<file path="src/shared/timer16_map.vh">
`ifndef TIMER16_MAP_VH
`define TIMER16_MAP_VH
// ==========================================
// Register offsets
`define ADDR_COUNTER 4'h0
`define ADDR_COMPARE_A 4'h1
`define ADDR_COMPARE_B 4'h2
`define ADDR_CAPTURE 4'h3
`define ADDR_CTRL 4'h4
`define ADDR_FLAGS 4'h5
`define ADDR_FORCE 4'h6
// ==========================================
// Control field positions
`define CTRL_WGM_LO 0
`define CTRL_WGM_HI 3
`define CTRL_COMA_LO 4
`define CTRL_COMA_HI 5
`define CTRL_COMB_LO 6
`define CTRL_COMB_HI 7
`define CTRL_CS_LO 8
`define CTRL_CS_HI 10
// ==========================================
// Flag positions
`define FLG_OVF 0
`define FLG_CMPA 1
`define FLG_CMPB 2
`define FLG_CAP 3
// ==========================================
// Modes and values
`define WGM_NORMAL 4'h0
`define WGM_CTC_A 4'h4
`define WGM_CTC_CAP 4'hC
`define CNT_MAX 16'hFFFF
`define CNT_BOTTOM 16'h0000
`define CTRL_RESET 11'h000
`define DIV_8 10'h007
`define DIV_64 10'h03F
`define DIV_256 10'h0FF
`define DIV_1024 10'h3FF
`endif

</file>
<file path="src/hdl/timer16_compare_output_normal_ctc.v">
// The register offsets and the plain strobed port were chosen for this implementation.
`timescale 1ns/1ps
`include "timer16_map.vh"

// Operation
// - Counter write blocks compare matches in the next timer tick, even when stopped.
// - Counter written equal to variable top ignores that top match; counts to 0xFFFF.
// - Compare output state keeps its value when the waveform mode changes.
// - Output action field is not buffered; new setting acts at once.
// - System reset clears compare output state to zero.
// - Nonzero action field makes compare output replace port value; direction unchanged.
// - Compare output reaches pin only when pin direction selects output.
// - Output action field has no influence on capture logic.
// - Action field zero leaves compare output unchanged at a match.
// - Action applies at next match; force strobe applies it immediately in non-PWM.
// - Count sequence depends on waveform mode only; action field drives outputs only.
// - Mode 0 always increments, rolling from 0xFFFF to 0x0000.
// - Normal mode sets overflow flag when counter becomes zero; hardware only sets.
// - Clear-on-match clears counter at top: compare A in mode 4, capture in 12.
// - Clear-on-match signals top by compare A flag or capture flag accordingly.
// - Top unbuffered; top below counter means run to 0xFFFF, wrap, then match.
// - Clear-on-match with action 1 toggles compare output A on each match.
// - Toggle frequency is io clock over 2*N*(1+compare A); top at zero is fastest.
// - Prescale factor selectable among 1, 8, 64, 256 and 1024.
// - Clear-on-match sets overflow flag when counter passes max to 0x0000, except when top is 0xFFFF.
// - Force strobe updates output like a match, no flag, no counter change.
// - Equality sets compare flag next timer tick; cleared by ack or writing one.
module timer16_compare_output_normal_ctc #(
  parameter WIDTH = 16
) (
  // Clock and reset
  input wire ref_clk,
  input wire rst_n,
  // Register port
  input wire [3:0] reg_addr,
  input wire [WIDTH-1:0] reg_wdata,
  input wire reg_wr,
  input wire reg_rd,
  output reg [WIDTH-1:0] reg_rdata,
  // Interrupt acknowledges
  input wire ovf_ack,
  input wire cmpa_ack,
  input wire cmpb_ack,
  input wire cap_ack,
  // Capture event from capture unit
  input wire capture_event,
  input wire [WIDTH-1:0] capture_sample,
  // Port pins
  input wire port_out_a,
  input wire port_out_b,
  input wire pin_direction_bit_a,
  input wire pin_direction_bit_b,
  output reg pin_out_a,
  output reg pin_out_b,
  output reg pin_oe_n_a,
  output reg pin_oe_n_b,
  // Flags
  output reg overflow_flag,
  output reg compare_flag_a,
  output reg compare_flag_b,
  output reg capture_flag
);

  // ==========================================
  // Registers
  reg [WIDTH-1:0] counter_value_r;
  reg [WIDTH-1:0] compare_value_a_r;
  reg [WIDTH-1:0] compare_value_b_r;
  reg [WIDTH-1:0] capture_value_r;
  reg [10:0] ctrl_r;
  reg [9:0] div_r;
  reg block_r;
  reg compare_output_a_r;
  reg compare_output_b_r;

  wire [3:0] waveform_mode_field = ctrl_r[`CTRL_WGM_HI:`CTRL_WGM_LO];
  wire [1:0] output_action_field_a = ctrl_r[`CTRL_COMA_HI:`CTRL_COMA_LO];
  wire [1:0] output_action_field_b = ctrl_r[`CTRL_COMB_HI:`CTRL_COMB_LO];
  wire [2:0] clk_sel = ctrl_r[`CTRL_CS_HI:`CTRL_CS_LO];
  wire is_normal = (waveform_mode_field == `WGM_NORMAL);
  wire is_ctc_a = (waveform_mode_field == `WGM_CTC_A);
  wire is_ctc_cap = (waveform_mode_field == `WGM_CTC_CAP);
  wire non_pwm = is_normal | is_ctc_a | is_ctc_cap;

  // ==========================================
  // Prescaler tick
  reg tick;
  always @* begin
    case (clk_sel)
      3'h1: tick = 1'b1;
      3'h2: tick = ({7'h00, div_r[2:0]} == `DIV_8);
      3'h3: tick = ({4'h0, div_r[5:0]} == `DIV_64);
      3'h4: tick = ({2'h0, div_r[7:0]} == `DIV_256);
      3'h5: tick = (div_r == `DIV_1024);
      default: tick = 1'b0;
    endcase
  end

  always @(posedge ref_clk or negedge rst_n) begin
    if (!rst_n) begin
      div_r <= 10'h000;
    end else if (clk_sel == 3'h0) begin
      div_r <= 10'h000;
    end else begin
      div_r <= div_r + 10'h001;
    end
  end

  // ==========================================
  // Compare and count
  wire wr_cnt = reg_wr && (reg_addr == `ADDR_COUNTER);
  wire wr_force = reg_wr && (reg_addr == `ADDR_FORCE);
  wire wr_flags = reg_wr && (reg_addr == `ADDR_FLAGS);
  wire match_a = (counter_value_r == compare_value_a_r) && !block_r;
  wire match_b = (counter_value_r == compare_value_b_r) && !block_r;
  wire match_cap = (counter_value_r == capture_value_r) && !block_r;
  wire at_top = is_ctc_a ? match_a : (is_ctc_cap ? match_cap : 1'b0);
  reg [WIDTH-1:0] cnt_nxt;
  always @* begin
    if (at_top) begin
      cnt_nxt = `CNT_BOTTOM;
    end else begin
      cnt_nxt = counter_value_r + {{(WIDTH-1){1'b0}}, 1'b1};
    end
  end
  wire wrap = (counter_value_r == `CNT_MAX) && !at_top;

  always @(posedge ref_clk or negedge rst_n) begin
    if (!rst_n) begin
      counter_value_r <= `CNT_BOTTOM;
      block_r <= 1'b0;
    end else if (wr_cnt) begin
      counter_value_r <= reg_wdata;
      block_r <= 1'b1;
    end else if (tick) begin
      counter_value_r <= cnt_nxt;
      block_r <= 1'b0;
    end
  end

  // ==========================================
  // Output action
  function next_out;
    input [1:0] act;
    input cur;
    begin
      case (act)
        2'h1: next_out = ~cur;
        2'h2: next_out = 1'b0;
        2'h3: next_out = 1'b1;
        default: next_out = cur;
      endcase
    end
  endfunction

  wire force_a = wr_force && reg_wdata[0] && non_pwm;
  wire force_b = wr_force && reg_wdata[1] && non_pwm;

  always @(posedge ref_clk or negedge rst_n) begin
    if (!rst_n) begin
      compare_output_a_r <= 1'b0;
      compare_output_b_r <= 1'b0;
    end else begin
      if (force_a || (tick && match_a && non_pwm)) begin
        compare_output_a_r <= next_out(output_action_field_a, compare_output_a_r);
      end
      if (force_b || (tick && match_b && non_pwm)) begin
        compare_output_b_r <= next_out(output_action_field_b, compare_output_b_r);
      end
    end
  end

  // ==========================================
  // Pins
  always @(posedge ref_clk or negedge rst_n) begin
    if (!rst_n) begin
      pin_out_a <= 1'b0;
      pin_out_b <= 1'b0;
      pin_oe_n_a <= 1'b1;
      pin_oe_n_b <= 1'b1;
    end else begin
      pin_out_a <= (output_action_field_a != 2'h0) ? compare_output_a_r : port_out_a;
      pin_out_b <= (output_action_field_b != 2'h0) ? compare_output_b_r : port_out_b;
      pin_oe_n_a <= ~pin_direction_bit_a;
      pin_oe_n_b <= ~pin_direction_bit_b;
    end
  end

  // ==========================================
  // Flags
  wire set_ovf = tick && wrap;
  wire set_a = tick && match_a;
  wire set_b = tick && match_b;
  wire set_cap = (tick && is_ctc_cap && match_cap) || (capture_event && !is_ctc_cap);

  always @(posedge ref_clk or negedge rst_n) begin
    if (!rst_n) begin
      overflow_flag <= 1'b0;
      compare_flag_a <= 1'b0;
      compare_flag_b <= 1'b0;
      capture_flag <= 1'b0;
    end else begin
      if (set_ovf) begin
        overflow_flag <= 1'b1;
      end else if (ovf_ack || (wr_flags && reg_wdata[`FLG_OVF])) begin
        overflow_flag <= 1'b0;
      end
      if (set_a) begin
        compare_flag_a <= 1'b1;
      end else if (cmpa_ack || (wr_flags && reg_wdata[`FLG_CMPA])) begin
        compare_flag_a <= 1'b0;
      end
      if (set_b) begin
        compare_flag_b <= 1'b1;
      end else if (cmpb_ack || (wr_flags && reg_wdata[`FLG_CMPB])) begin
        compare_flag_b <= 1'b0;
      end
      if (set_cap) begin
        capture_flag <= 1'b1;
      end else if (cap_ack || (wr_flags && reg_wdata[`FLG_CAP])) begin
        capture_flag <= 1'b0;
      end
    end
  end

  // ==========================================
  // Register writes and reads
  always @(posedge ref_clk or negedge rst_n) begin
    if (!rst_n) begin
      compare_value_a_r <= `CNT_BOTTOM;
      compare_value_b_r <= `CNT_BOTTOM;
      capture_value_r <= `CNT_BOTTOM;
      ctrl_r <= `CTRL_RESET;
    end else begin
      if (reg_wr && reg_addr == `ADDR_COMPARE_A) begin
        compare_value_a_r <= reg_wdata;
      end
      if (reg_wr && reg_addr == `ADDR_COMPARE_B) begin
        compare_value_b_r <= reg_wdata;
      end
      if (reg_wr && reg_addr == `ADDR_CAPTURE && is_ctc_cap) begin
        capture_value_r <= reg_wdata;
      end else if (capture_event && !is_ctc_cap) begin
        capture_value_r <= capture_sample;
      end
      if (reg_wr && reg_addr == `ADDR_CTRL) begin
        ctrl_r <= reg_wdata[10:0];
      end
    end
  end

  always @(posedge ref_clk or negedge rst_n) begin
    if (!rst_n) begin
      reg_rdata <= {WIDTH{1'b0}};
    end else if (reg_rd) begin
      case (reg_addr)
        `ADDR_COUNTER: reg_rdata <= counter_value_r;
        `ADDR_COMPARE_A: reg_rdata <= compare_value_a_r;
        `ADDR_COMPARE_B: reg_rdata <= compare_value_b_r;
        `ADDR_CAPTURE: reg_rdata <= capture_value_r;
        `ADDR_CTRL: reg_rdata <= {5'h00, ctrl_r};
        `ADDR_FLAGS: reg_rdata <= {10'h000, compare_output_b_r, compare_output_a_r,
                                   capture_flag, compare_flag_b, compare_flag_a, overflow_flag};
        default: reg_rdata <= {WIDTH{1'b0}};
      endcase
    end else begin
      reg_rdata <= {WIDTH{1'b0}};
    end
  end

endmodule // timer16_compare_output_normal_ctc

</file>
<file path="config.mk">
export PLATFORM = sky130hd
export DESIGN_NAME = timer16_compare_output_normal_ctc
export DESIGN_NICKNAME = d
export VERILOG_FILES = /design/src/hdl/timer16_compare_output_normal_ctc.v
export VERILOG_INCLUDE_DIRS = /design/src /design/src/shared
export SDC_FILE = /design/constraint.sdc
export NUM_CORES = 1
export LEC_CHECK = 0
export BUFFER_PORTS_ARGS = -buffer_cell sky130_fd_sc_hd__buf_2
export CAP_MARGIN = 20
export CORE_MARGIN = 1.5
export CORE_UTILIZATION = 54
export CTS_CLUSTER_DIAMETER = 30
export CTS_CLUSTER_SIZE = 10
export DETAILED_ROUTE_END_ITERATION = 6
export GPL_TIMING_DRIVEN = 0
export PLACE_DENSITY_LB_ADDON = 0.25
export SYNTH_ARGS = -nofsm -noshare
export SYNTH_HDL_FRONTEND = slang
export SYNTH_SLANG_ARGS = --single-unit
</file>
<file path="constraint.sdc">
create_clock -name ref_clk -period 2.9 [get_ports ref_clk]
set_input_delay 0.435 -clock ref_clk [delete_from_list [all_inputs] [get_ports ref_clk]]
set_output_delay 0.435 -clock ref_clk [all_outputs]
set_load 0.1 [all_outputs]
</file>
# Word-level counts from Yosys, hierarchy flattened
# Index checks and enable logic that the tools add are counted.
dict set report totals {
  regBits 112
  output_inout_bits 24
}
dict set report op_classes {
  add_sub_neg 2
  n_eq_ne 27
  mux 25
  bitwise 6
  n_reduce_logical 53
}
# cell count
set op_table {}
lappend op_table {{16-bit 2-to-1 mux} 6}
lappend op_table {{16-bit case mux with 6 select lines} 1}
lappend op_table {{16-bit equality test} 3}
lappend op_table {{1-bit logical AND} 28}
lappend op_table {{16-bit by 1-bit adder with 16-bit output, second input constant} 1}
lappend op_table {{16-bit equality test, second input constant} 1}
lappend op_table {{4-bit by 3-bit equality test with 1-bit output, second input constant} 4}
lappend op_table {{2-bit nonzero test} 8}
lappend op_table {{1-bit 2-to-1 mux} 14}
lappend op_table {{10-bit by 1-bit adder with 10-bit output, second input constant} 1}
lappend op_table {{10-bit equality test, second input constant} 1}
lappend op_table {{10-bit 2-to-1 mux} 1}
lappend op_table {{3-bit equality test, second input constant} 3}
lappend op_table {{2-bit equality test, second input constant} 4}
lappend op_table {{4-bit by 2-bit equality test with 1-bit output, second input constant} 2}
lappend op_table {{8-bit equality test, second input constant} 1}
lappend op_table {{4-bit zero test} 2}
lappend op_table {{1-bit logical OR} 7}
lappend op_table {{3-bit by 2-bit equality test with 1-bit output, second input constant} 2}
lappend op_table {{6-bit equality test, second input constant} 1}
lappend op_table {{1-bit case mux with 3 select lines} 2}
lappend op_table {{3-bit nonzero test} 2}
lappend op_table {{1-bit case mux with 5 select lines} 1}
lappend op_table {{2-bit by 1-bit equality test with 1-bit output, second input constant} 2}
lappend op_table {{other kinds (8)} 15}

# Longest topological paths before layout
# Gate-level depths: netlist of the first run.
dict set report logic_depth {
  word_depth 8
  mapped_depth 11
  ltp_nobuf 9
}

# Worst setup path before layout of the first run
# No wires, ideal clock.
dict set report synth_timing {
  path_kind {register -> register}
  from {register div_r[0]}
  to {register counter_value_r[13]}
  setup_time_ps 82
  arrival_time_ps 2086
  t_required_ps 2818
  setup_slack_ps 732
  path_stages_with_launch 9
  cell_sequence {dfrtp_1 -> ha_1 -> and3_4 -> nand4_2 -> o31a_1 -> or2_0 -> buf_2 -> or4_1 -> a31oi_1}
}
dict set report synth_via {
  elab_chain_len 3
}
# element line
set synth_lines {}
lappend synth_lines {{from (decl)} timer16_compare_output_normal_ctc.v:71} ;# reg [9:0] div_r;
lappend synth_lines {{from (signal assigned)} timer16_compare_output_normal_ctc.v:105} ;# div_r <= div_r + 10'h001;
lappend synth_lines {{10-bit equality test (no source line) (tied with other cells)} -}
lappend synth_lines {{1-bit case mux with 5 select lines *} timer16_compare_output_normal_ctc.v:89} ;# case (clk_sel)
lappend synth_lines {{2-bit nonzero test (no source line) *} -}
lappend synth_lines {{to (signal assigned)} timer16_compare_output_normal_ctc.v:130} ;# counter_value_r <= `CNT_BOTTOM;
lappend synth_lines {{to (signal assigned)} timer16_compare_output_normal_ctc.v:133} ;# counter_value_r <= reg_wdata;
lappend synth_lines {{to (signal assigned)} timer16_compare_output_normal_ctc.v:136} ;# counter_value_r <= cnt_nxt;
lappend synth_lines {{to (decl)} timer16_compare_output_normal_ctc.v:66} ;# reg [WIDTH-1:0] counter_value_r;
# Mark *: on every way between the ends. The rest lies on a longest branch, timed or not.
# A chain may end at the register's enable or synchronous reset.

# Worst setup path after layout of the first run
dict set report layout_timing {
  from {register counter_value_r[15]}
  to {register counter_value_r[14]}
}
dict set report layout_via {
  elab_chain_len 7
}
# element line
set layout_lines {}
lappend layout_lines {{16-bit equality test} timer16_compare_output_normal_ctc.v:116} ;# wire match_cap = (counter_value_r == capture_value_r) && !block_r;
lappend layout_lines {{1-bit logical AND} timer16_compare_output_normal_ctc.v:116}
lappend layout_lines {{1-bit 2-to-1 mux} timer16_compare_output_normal_ctc.v:117} ;# wire at_top = is_ctc_a ? match_a : (is_ctc_cap ? match_cap : 1'b0);
lappend layout_lines {{1-bit 2-to-1 mux *} timer16_compare_output_normal_ctc.v:117}
lappend layout_lines {{16-bit 2-to-1 mux *} timer16_compare_output_normal_ctc.v:120} ;# if (at_top) begin
lappend layout_lines {{16-bit 2-to-1 mux *} timer16_compare_output_normal_ctc.v:135} ;# end else if (tick) begin
lappend layout_lines {{16-bit 2-to-1 mux *} timer16_compare_output_normal_ctc.v:132} ;# end else if (wr_cnt) begin
# Mark *: on every way between the ends. The rest lies on a longest branch, timed or not. The select of a mux whose other input is x is not followed.

==> flow_summary_export.csv, run 1 <==
group,metric,value,unit
status,status,"complete, no violations",
sta,rsz0062_at_grt,"false",
setup_path,crit_type,"flip-flop to flip-flop",
placed_design,hpwl,12.1,mm
sta,relSlewSlack,28.2,%
cts,clock_path_buffers,2,
cts,clock_sinks,112,
route,drtIter0Drc,436,
synth,syn-num-nets,631,
cells_and_area,utilization,63.7,%
placed_design,port_buffers,69,
sta,finClkSkew,0.0140,ns
sta,fmax,363,MHz
sta,worst_pin_slew,1.07,ns
grt,grt_usage,31.3,%
floorplan,io_pins,73,
grt,grt_pass1_vias,4953,
floorplan,fp.dieArea,11500,µm²
synth,synthArstFlopShare,100,%
cts,insertion_delay,0.40,ns
cells_and_area,final_cell_mix,"110 x dfrtp_1, 85 x buf_2, 71 x nand2_1",
synth,synth.cell_area,5850,µm²
cts,cts-root-buf,"clkbuf_8",
synth,synth_edf_count,0,
worst_hold_path,min_path_type,"input pin to asynchronous set/reset pin",
floorplan,rows,37,
setup_path,crit_path_start,"counter_value_r[15]",
sta,fin_crit_sh,94.9,%
grt,use_met3,6.99,%
synth,synthCells,579,
cells_and_area,final_net_count,712,
synth,ys_warn_count,0,
setup_path,arrival,3.00,ns
setup_path,cp-end-kind,"flip-flop",
pwr,p_comb_share,32.5,%
floorplan,die_h,107,µm
synth,yosysTopAreaCell,"dfrtp_1",
synth,yosysUniqueCellTypes,51,
synth,avgSynthCellArea,10.1,µm²
synth,synth.area.top_cells,"dfrtp_1 47%, mux2_2 8.5%, xor2_1 6.6%",
cells_and_area,layout_commonest_cell,"dfrtp_1",
cts,cts_setup_buffers,0,
pwr,p_sw_share,37.1,%
cells_and_area,drive_above_1_share,23.3,%
pwr,power_leakage,2.91,nW
sta,period_needed,2.75,ns
cells_and_area,nFillCells,889,
synth,synthFlopType,"dfrtp_1",
floorplan,coreArea,10400,µm²
sta,setup_tns,0,ns
grt,grt_antenna_before_repair,0,
sta,finalSetupViolations,0,
cells_and_area,area_delta_synth_final,13.3,%
cts,cts_buffers,9,
grt,grt.overflow.total,0,
pwr,clkPwrFrac,23.4,%
setup_path,r2r_start,"counter_value_r[15]",
setup_path,worst-path-max-fanout,8,
synth,seq_area_frac_synth,47.9,%
pwr,seq_power_share,44.2,%
cells_and_area,insertedDiodeCount,0,
cts,cts.clk_slew.worst_paths,0.11,ns
setup_path,start_kind,"flip-flop",
setup_path,worstPathRequired,3.15,ns
run,maxCapViolCount,0,
route,drt-pass1-iter-count,6,
grt,busiest_layer,"met2",
cts,hold_buffers,0,
route,avgViaCountPerCell,6.33,
grt,grt_pass1_wl,26.6,mm
floorplan,start_util,56.2,%
sta,finalMaxSlewViolations,0,
route,drcViolationCount,0,
floorplan,die_w,107,µm
grt,met1_usage,40.7,%
route,totalWireLength,17.0,mm
synth,synth_top_area_share,47.0,%
placed_design,gp_congestion,0.942,
route,avgRoutedWirePerCell,21.2,µm
pwr,power.density,716,nW/µm²
cts,post_cts_resized,0,
grt,grtUsageMet2,48.9,%
pwr,peakVddDrop,0.000400,V
cts,cts_tree,"built",
route,detail-route-antenna-nets,0,
pwr,p_int,0.00299,W
synth,synth-seq-cells,112,
grt,grt_max_degree,66,
route,vias,5071,
pwr,p_sw,0.00176,W
cts,htreeDepth,3,
sta,finalHoldViolCount,0,
-- routing by layer --
layer	wire (µm)	share of wire, %
met4	663	3.9
met5	0	0
met3	1490	8.8
met2	7850	46
met1	6990	41
-- critical path: stages, from the launching register on --
cell and delay (ns):
dfrtp_1 0.37, buf_2 0.18, xor2_1 0.17, nor4_1 0.45
nand3_1 0.16, or4_1 0.59, o21a_1 0.35, a31oi_1 0.23
a31oi_1 0.10
-- cells by family (layout without fill, tap and decap cells) --
family,count (synthesis),count (layout),share of synthesized area [%]
AO/OA/AOI/OAI,114,114,13.6
XOR/XNOR,56,56,8.38
adder cells (fa/ha/maj),3,3,0.642
buffers and inverters,47,133,3.44
flip-flops,112,112,47.9
multiplexers,46,46,8.81
AND/OR/NAND/NOR,201,201,17.1
-- state kept, by name, indices dropped and copies added, names as in the netlist, 10 cells and up --
register,cells
ctrl_r,11
div_r,10
reg_rdata,16
compare_value_b_r,16
capture_value_r,16
compare_value_a_r,16
counter_value_r,16
-- cells in the mapped netlist, types with 2 or more instances --
library cell,instances
a21oi_1,13
a222oi_1,10
a22oi_1,39
a31oi_1,19
a41oi_1,4
and2_1,8
and3_1,7
buf_2,17
clkbuf_1,22
dfrtp_1,110
dfstp_2,2
ha_1,3
inv_1,7
mux2_2,44
mux2i_1,2
nand2_1,71
nand2b_1,3
nand3_1,18
nand3b_1,7
nand4_1,7
nor2_1,37
nor2b_1,5
nor3_1,12
nor3b_1,3
nor4_1,9
o211ai_1,2
o21ai_0,15
o31ai_1,3
or4_1,4
xnor2_1,12
xor2_1,44
-- stage by stage --
step	instances	cell area (µm²)	setup WS, ns	power, W	hold slack (ns)
after floorplan	579	5850	0.732	0.00316	0.139
after detailed placement	785	6400	0.0979	0.00363	0.488
final	801	6630	0.147	0.00475	0.0467
after CTS	801	6630	0.203	0.00474	0.0549
after global routing	801	6630	0.0435	0.00500	0.0770
after global placement	784	6370	0.0875	0.00359	0.464
-- layout make-up --
| type | instances | area, µm² | share of cell area, % |
|---|---|---|---|
| multi-input cells | 420 | 2840 | 42.9 |
| repair buffers | 70 | 375 | 5.66 |
| clock buffers | 10 | 128 | 1.92 |
| plain buffers | 40 | 175 | 2.64 |
| flip-flops and latches | 112 | 2810 | 42.3 |
| well taps | 136 | 170 | 2.57 |
| clock inverters | 6 | 108 | 1.62 |
| inverters | 7 | 26.3 | 0.396 |
-- power by group through the flow --
stage / clock network [W] / logic, W / registers [W]
floorplan: 0 / 0.000981 / 0.00218
global placement: 0 / 0.00149 / 0.00210
detailed placement: 0 / 0.00151 / 0.00212
CTS: 0.00112 / 0.00152 / 0.00209
global route: 0.00119 / 0.00168 / 0.00213
finish: 0.00111 / 0.00154 / 0.00210
-- final timing paths --
kind	to	cells past startpoint	slack [ns]
max	counter_value_r[14]	8	0.15
min in group ref_clk	pin_oe_n_b	2	0.14
min reg2reg	div_r[0]	1	0.50
max reg2reg	counter_value_r[14]	8	0.15
max in group asynchronous	pin_oe_n_a	2	2.05
min	compare_value_a_r[1]	1	0.05
Power figures use the tool's default switching activity.
==> run 2: changes to the inputs <==
Settings changed: BUFFER_PORTS_ARGS -buffer_cell sky130_fd_sc_hd__buf_2 to -buffer_cell sky130_fd_sc_hd__buf_4.
==> flow_summary_export.csv, run 2 (synthesized netlist as in run 1, its figures left out) <==
group,metric,value,unit
status,status,"complete, no violations",
cts,cts-root-buf,"clkbuf_8",
setup_path,worst-path-max-fanout,8,
placed_design,gp_congestion,0.945,
cells_and_area,final_cell_mix,"110 x dfrtp_1, 71 x nand2_1, 70 x buf_4",
floorplan,rows,37,
setup_path,critPathTopFamily,"simple AND/OR/NAND/NOR gates",
cts,clock_path_buffers,2,
route,drcViolationCount,0,
run,maxCapViolCount,0,
pwr,p_int,0.00296,W
route,detail-route-antenna-nets,0,
setup_path,cp-end-kind,"flip-flop",
cts,htreeDepth,3,
floorplan,io_pins,73,
sta,rsz0062_at_grt,"false",
cts,hold_buffers,0,
grt,grt_max_degree,59,
cells_and_area,drive_above_1_share,23.7,%
sta,relSlewSlack,29.8,%
pwr,power_leakage,2.96,nW
route,drtIter0Drc,538,
setup_path,worstPathCellList,"buf_2 -> xor2_1 -> nor4_1 -> nand3_1 -> or4_1 -> o21a_1 -> a31oi_1 -> a31oi_1",
cells_and_area,area_delta_synth_final,16.2,%
worst_hold_path,min_path_type,"input pin to asynchronous set/reset pin",
sta,finalMaxSlewViolations,0,
cells_and_area,layout_commonest_cell,"dfrtp_1",
floorplan,die_w,107,µm
sta,setup_tns,0,ns
route,drt-pass1-iter-count,6,
setup_path,slowest_delay,0.59,ns
grt,grt_usage,31.8,%
route,totalWireLength,17.3,mm
pwr,p_sw_share,37.9,%
setup_path,crit_type,"flip-flop to flip-flop",
sta,finClkSkew,0.0150,ns
cts,cts_buffers,9,
pwr,peakVddDrop,0.000497,V
placed_design,dpl.cell_count,785,
pwr,seq_power_share,44.0,%
cts,cts.clk_slew.worst_paths,0.11,ns
sta,finalSetupViolations,0,
sta,worst_pin_slew,1.05,ns
route,avgRoutedWirePerCell,21.6,µm
sta,finalHoldViolCount,0,
cells_and_area,instances_no_fill,802,
floorplan,die_h,107,µm
setup_path,arrival,2.95,ns
pwr,clkPwrFrac,22.6,%
setup_path,reg2reg_depth,8,
pwr,p_comb_share,33.4,%
pwr,power.density,702,nW/µm²
grt,grt_pass1_wl,26.9,mm
cts,clock_sinks,112,
cells_and_area,final_net_count,713,
cts,cts_setup_buffers,0,
route,avgViaCountPerCell,6.26,
cts,cts_tree,"built",
sta,whs,0.0706,ns
floorplan,start_util,56.2,%
sta,period_needed,2.70,ns
setup_path,start_kind,"flip-flop",
route,vias,5019,
grt,grt_pass1_vias,4927,
setup_path,path_buf_inv,1,
setup_path,crit_slowest_cell,"or4_1",
cells_and_area,insertedDiodeCount,0,
cts,insertion_delay,0.41,ns
pwr,p_sw,0.00181,W
placed_design,port_buffers,69,
floorplan,coreArea,10400,µm²
setup_path,worstPathRequired,3.15,ns
setup_path,cp.depth,8,
grt,grt.overflow.total,0,
placed_design,hpwl,12.4,mm
sta,fmax,370,MHz
floorplan,fp.dieArea,11500,µm²
sta,fin_crit_sh,93.1,%
grt,grt_antenna_before_repair,0,
setup_path,crit_top_cell,"a31oi_1",
[run 2: path summary, 6_finish.rpt]
kind | start | end | slack, ns
setup reg to reg | counter_value_r[15] | counter_value_r[13] | 0.20
min in group ref_clk | pin_direction_bit_a | pin_oe_n_a | 0.13
hold reg to reg | div_r[0] | div_r[0] | 0.50
hold / removal | rst_n | reg_rdata[4] | 0.07
max in group asynchronous | rst_n | counter_value_r[8] | 2.10
setup / recovery | counter_value_r[15] | counter_value_r[13] | 0.20
[run 2: power by group through the flow]
stage / registers (W) / logic [W] / clock network [W]
after floorplan: 0.00218 / 0.000981 / 0
final: 0.00210 / 0.00159 / 0.00108
after CTS: 0.00209 / 0.00157 / 0.00109
after detailed placement: 0.00212 / 0.00155 / 0
after global placement: 0.00210 / 0.00153 / 0
after global routing: 0.00213 / 0.00171 / 0.00115
[run 2: area by class of cell]
class | instances | area [µm²]
plain buffers | 40 | 176
multi-input cells | 420 | 2840
fillers | 846 | 3620
clock inverters | 6 | 90.1
repair buffers | 71 | 551
inverters | 7 | 26.3
flip-flops and latches | 112 | 2810
well taps | 136 | 170
clock buffers | 10 | 138
[run 2: through the flow]
stage	instance area, µm²	setup WS, ns	utilization (%)	total power, W
finish	6800	0.200	65.3	0.00477
CTS	6790	0.187	65.2	0.00475
global route	6800	0.0734	65.3	0.00499
global placement	6540	0.0819	62.8	0.00363
detailed placement	6570	0.0216	63.0	0.00367
floorplan	5850	0.732	-	0.00316
[run 2: repair_timing]
| action | in CTS | in global routing |
|---|---|---|
| gates resized for setup | 0 | 2 |
| hold endpoints to repair | 0 | 0 |
| endpoints found under the setup margin | 0 | 1 |
[run 2: metal layers]
metal | GRT usage, % | up-vias | part of all wire, %
met5 | 1.90 | - | 0
met4 | 18.5 | 0 | 4.2
met3 | 4.68 | 58 | 7.6
met2 | 48.6 | 265 | 46
met1 | 42.9 | 2445 | 42
li1 | - | 2251 | -
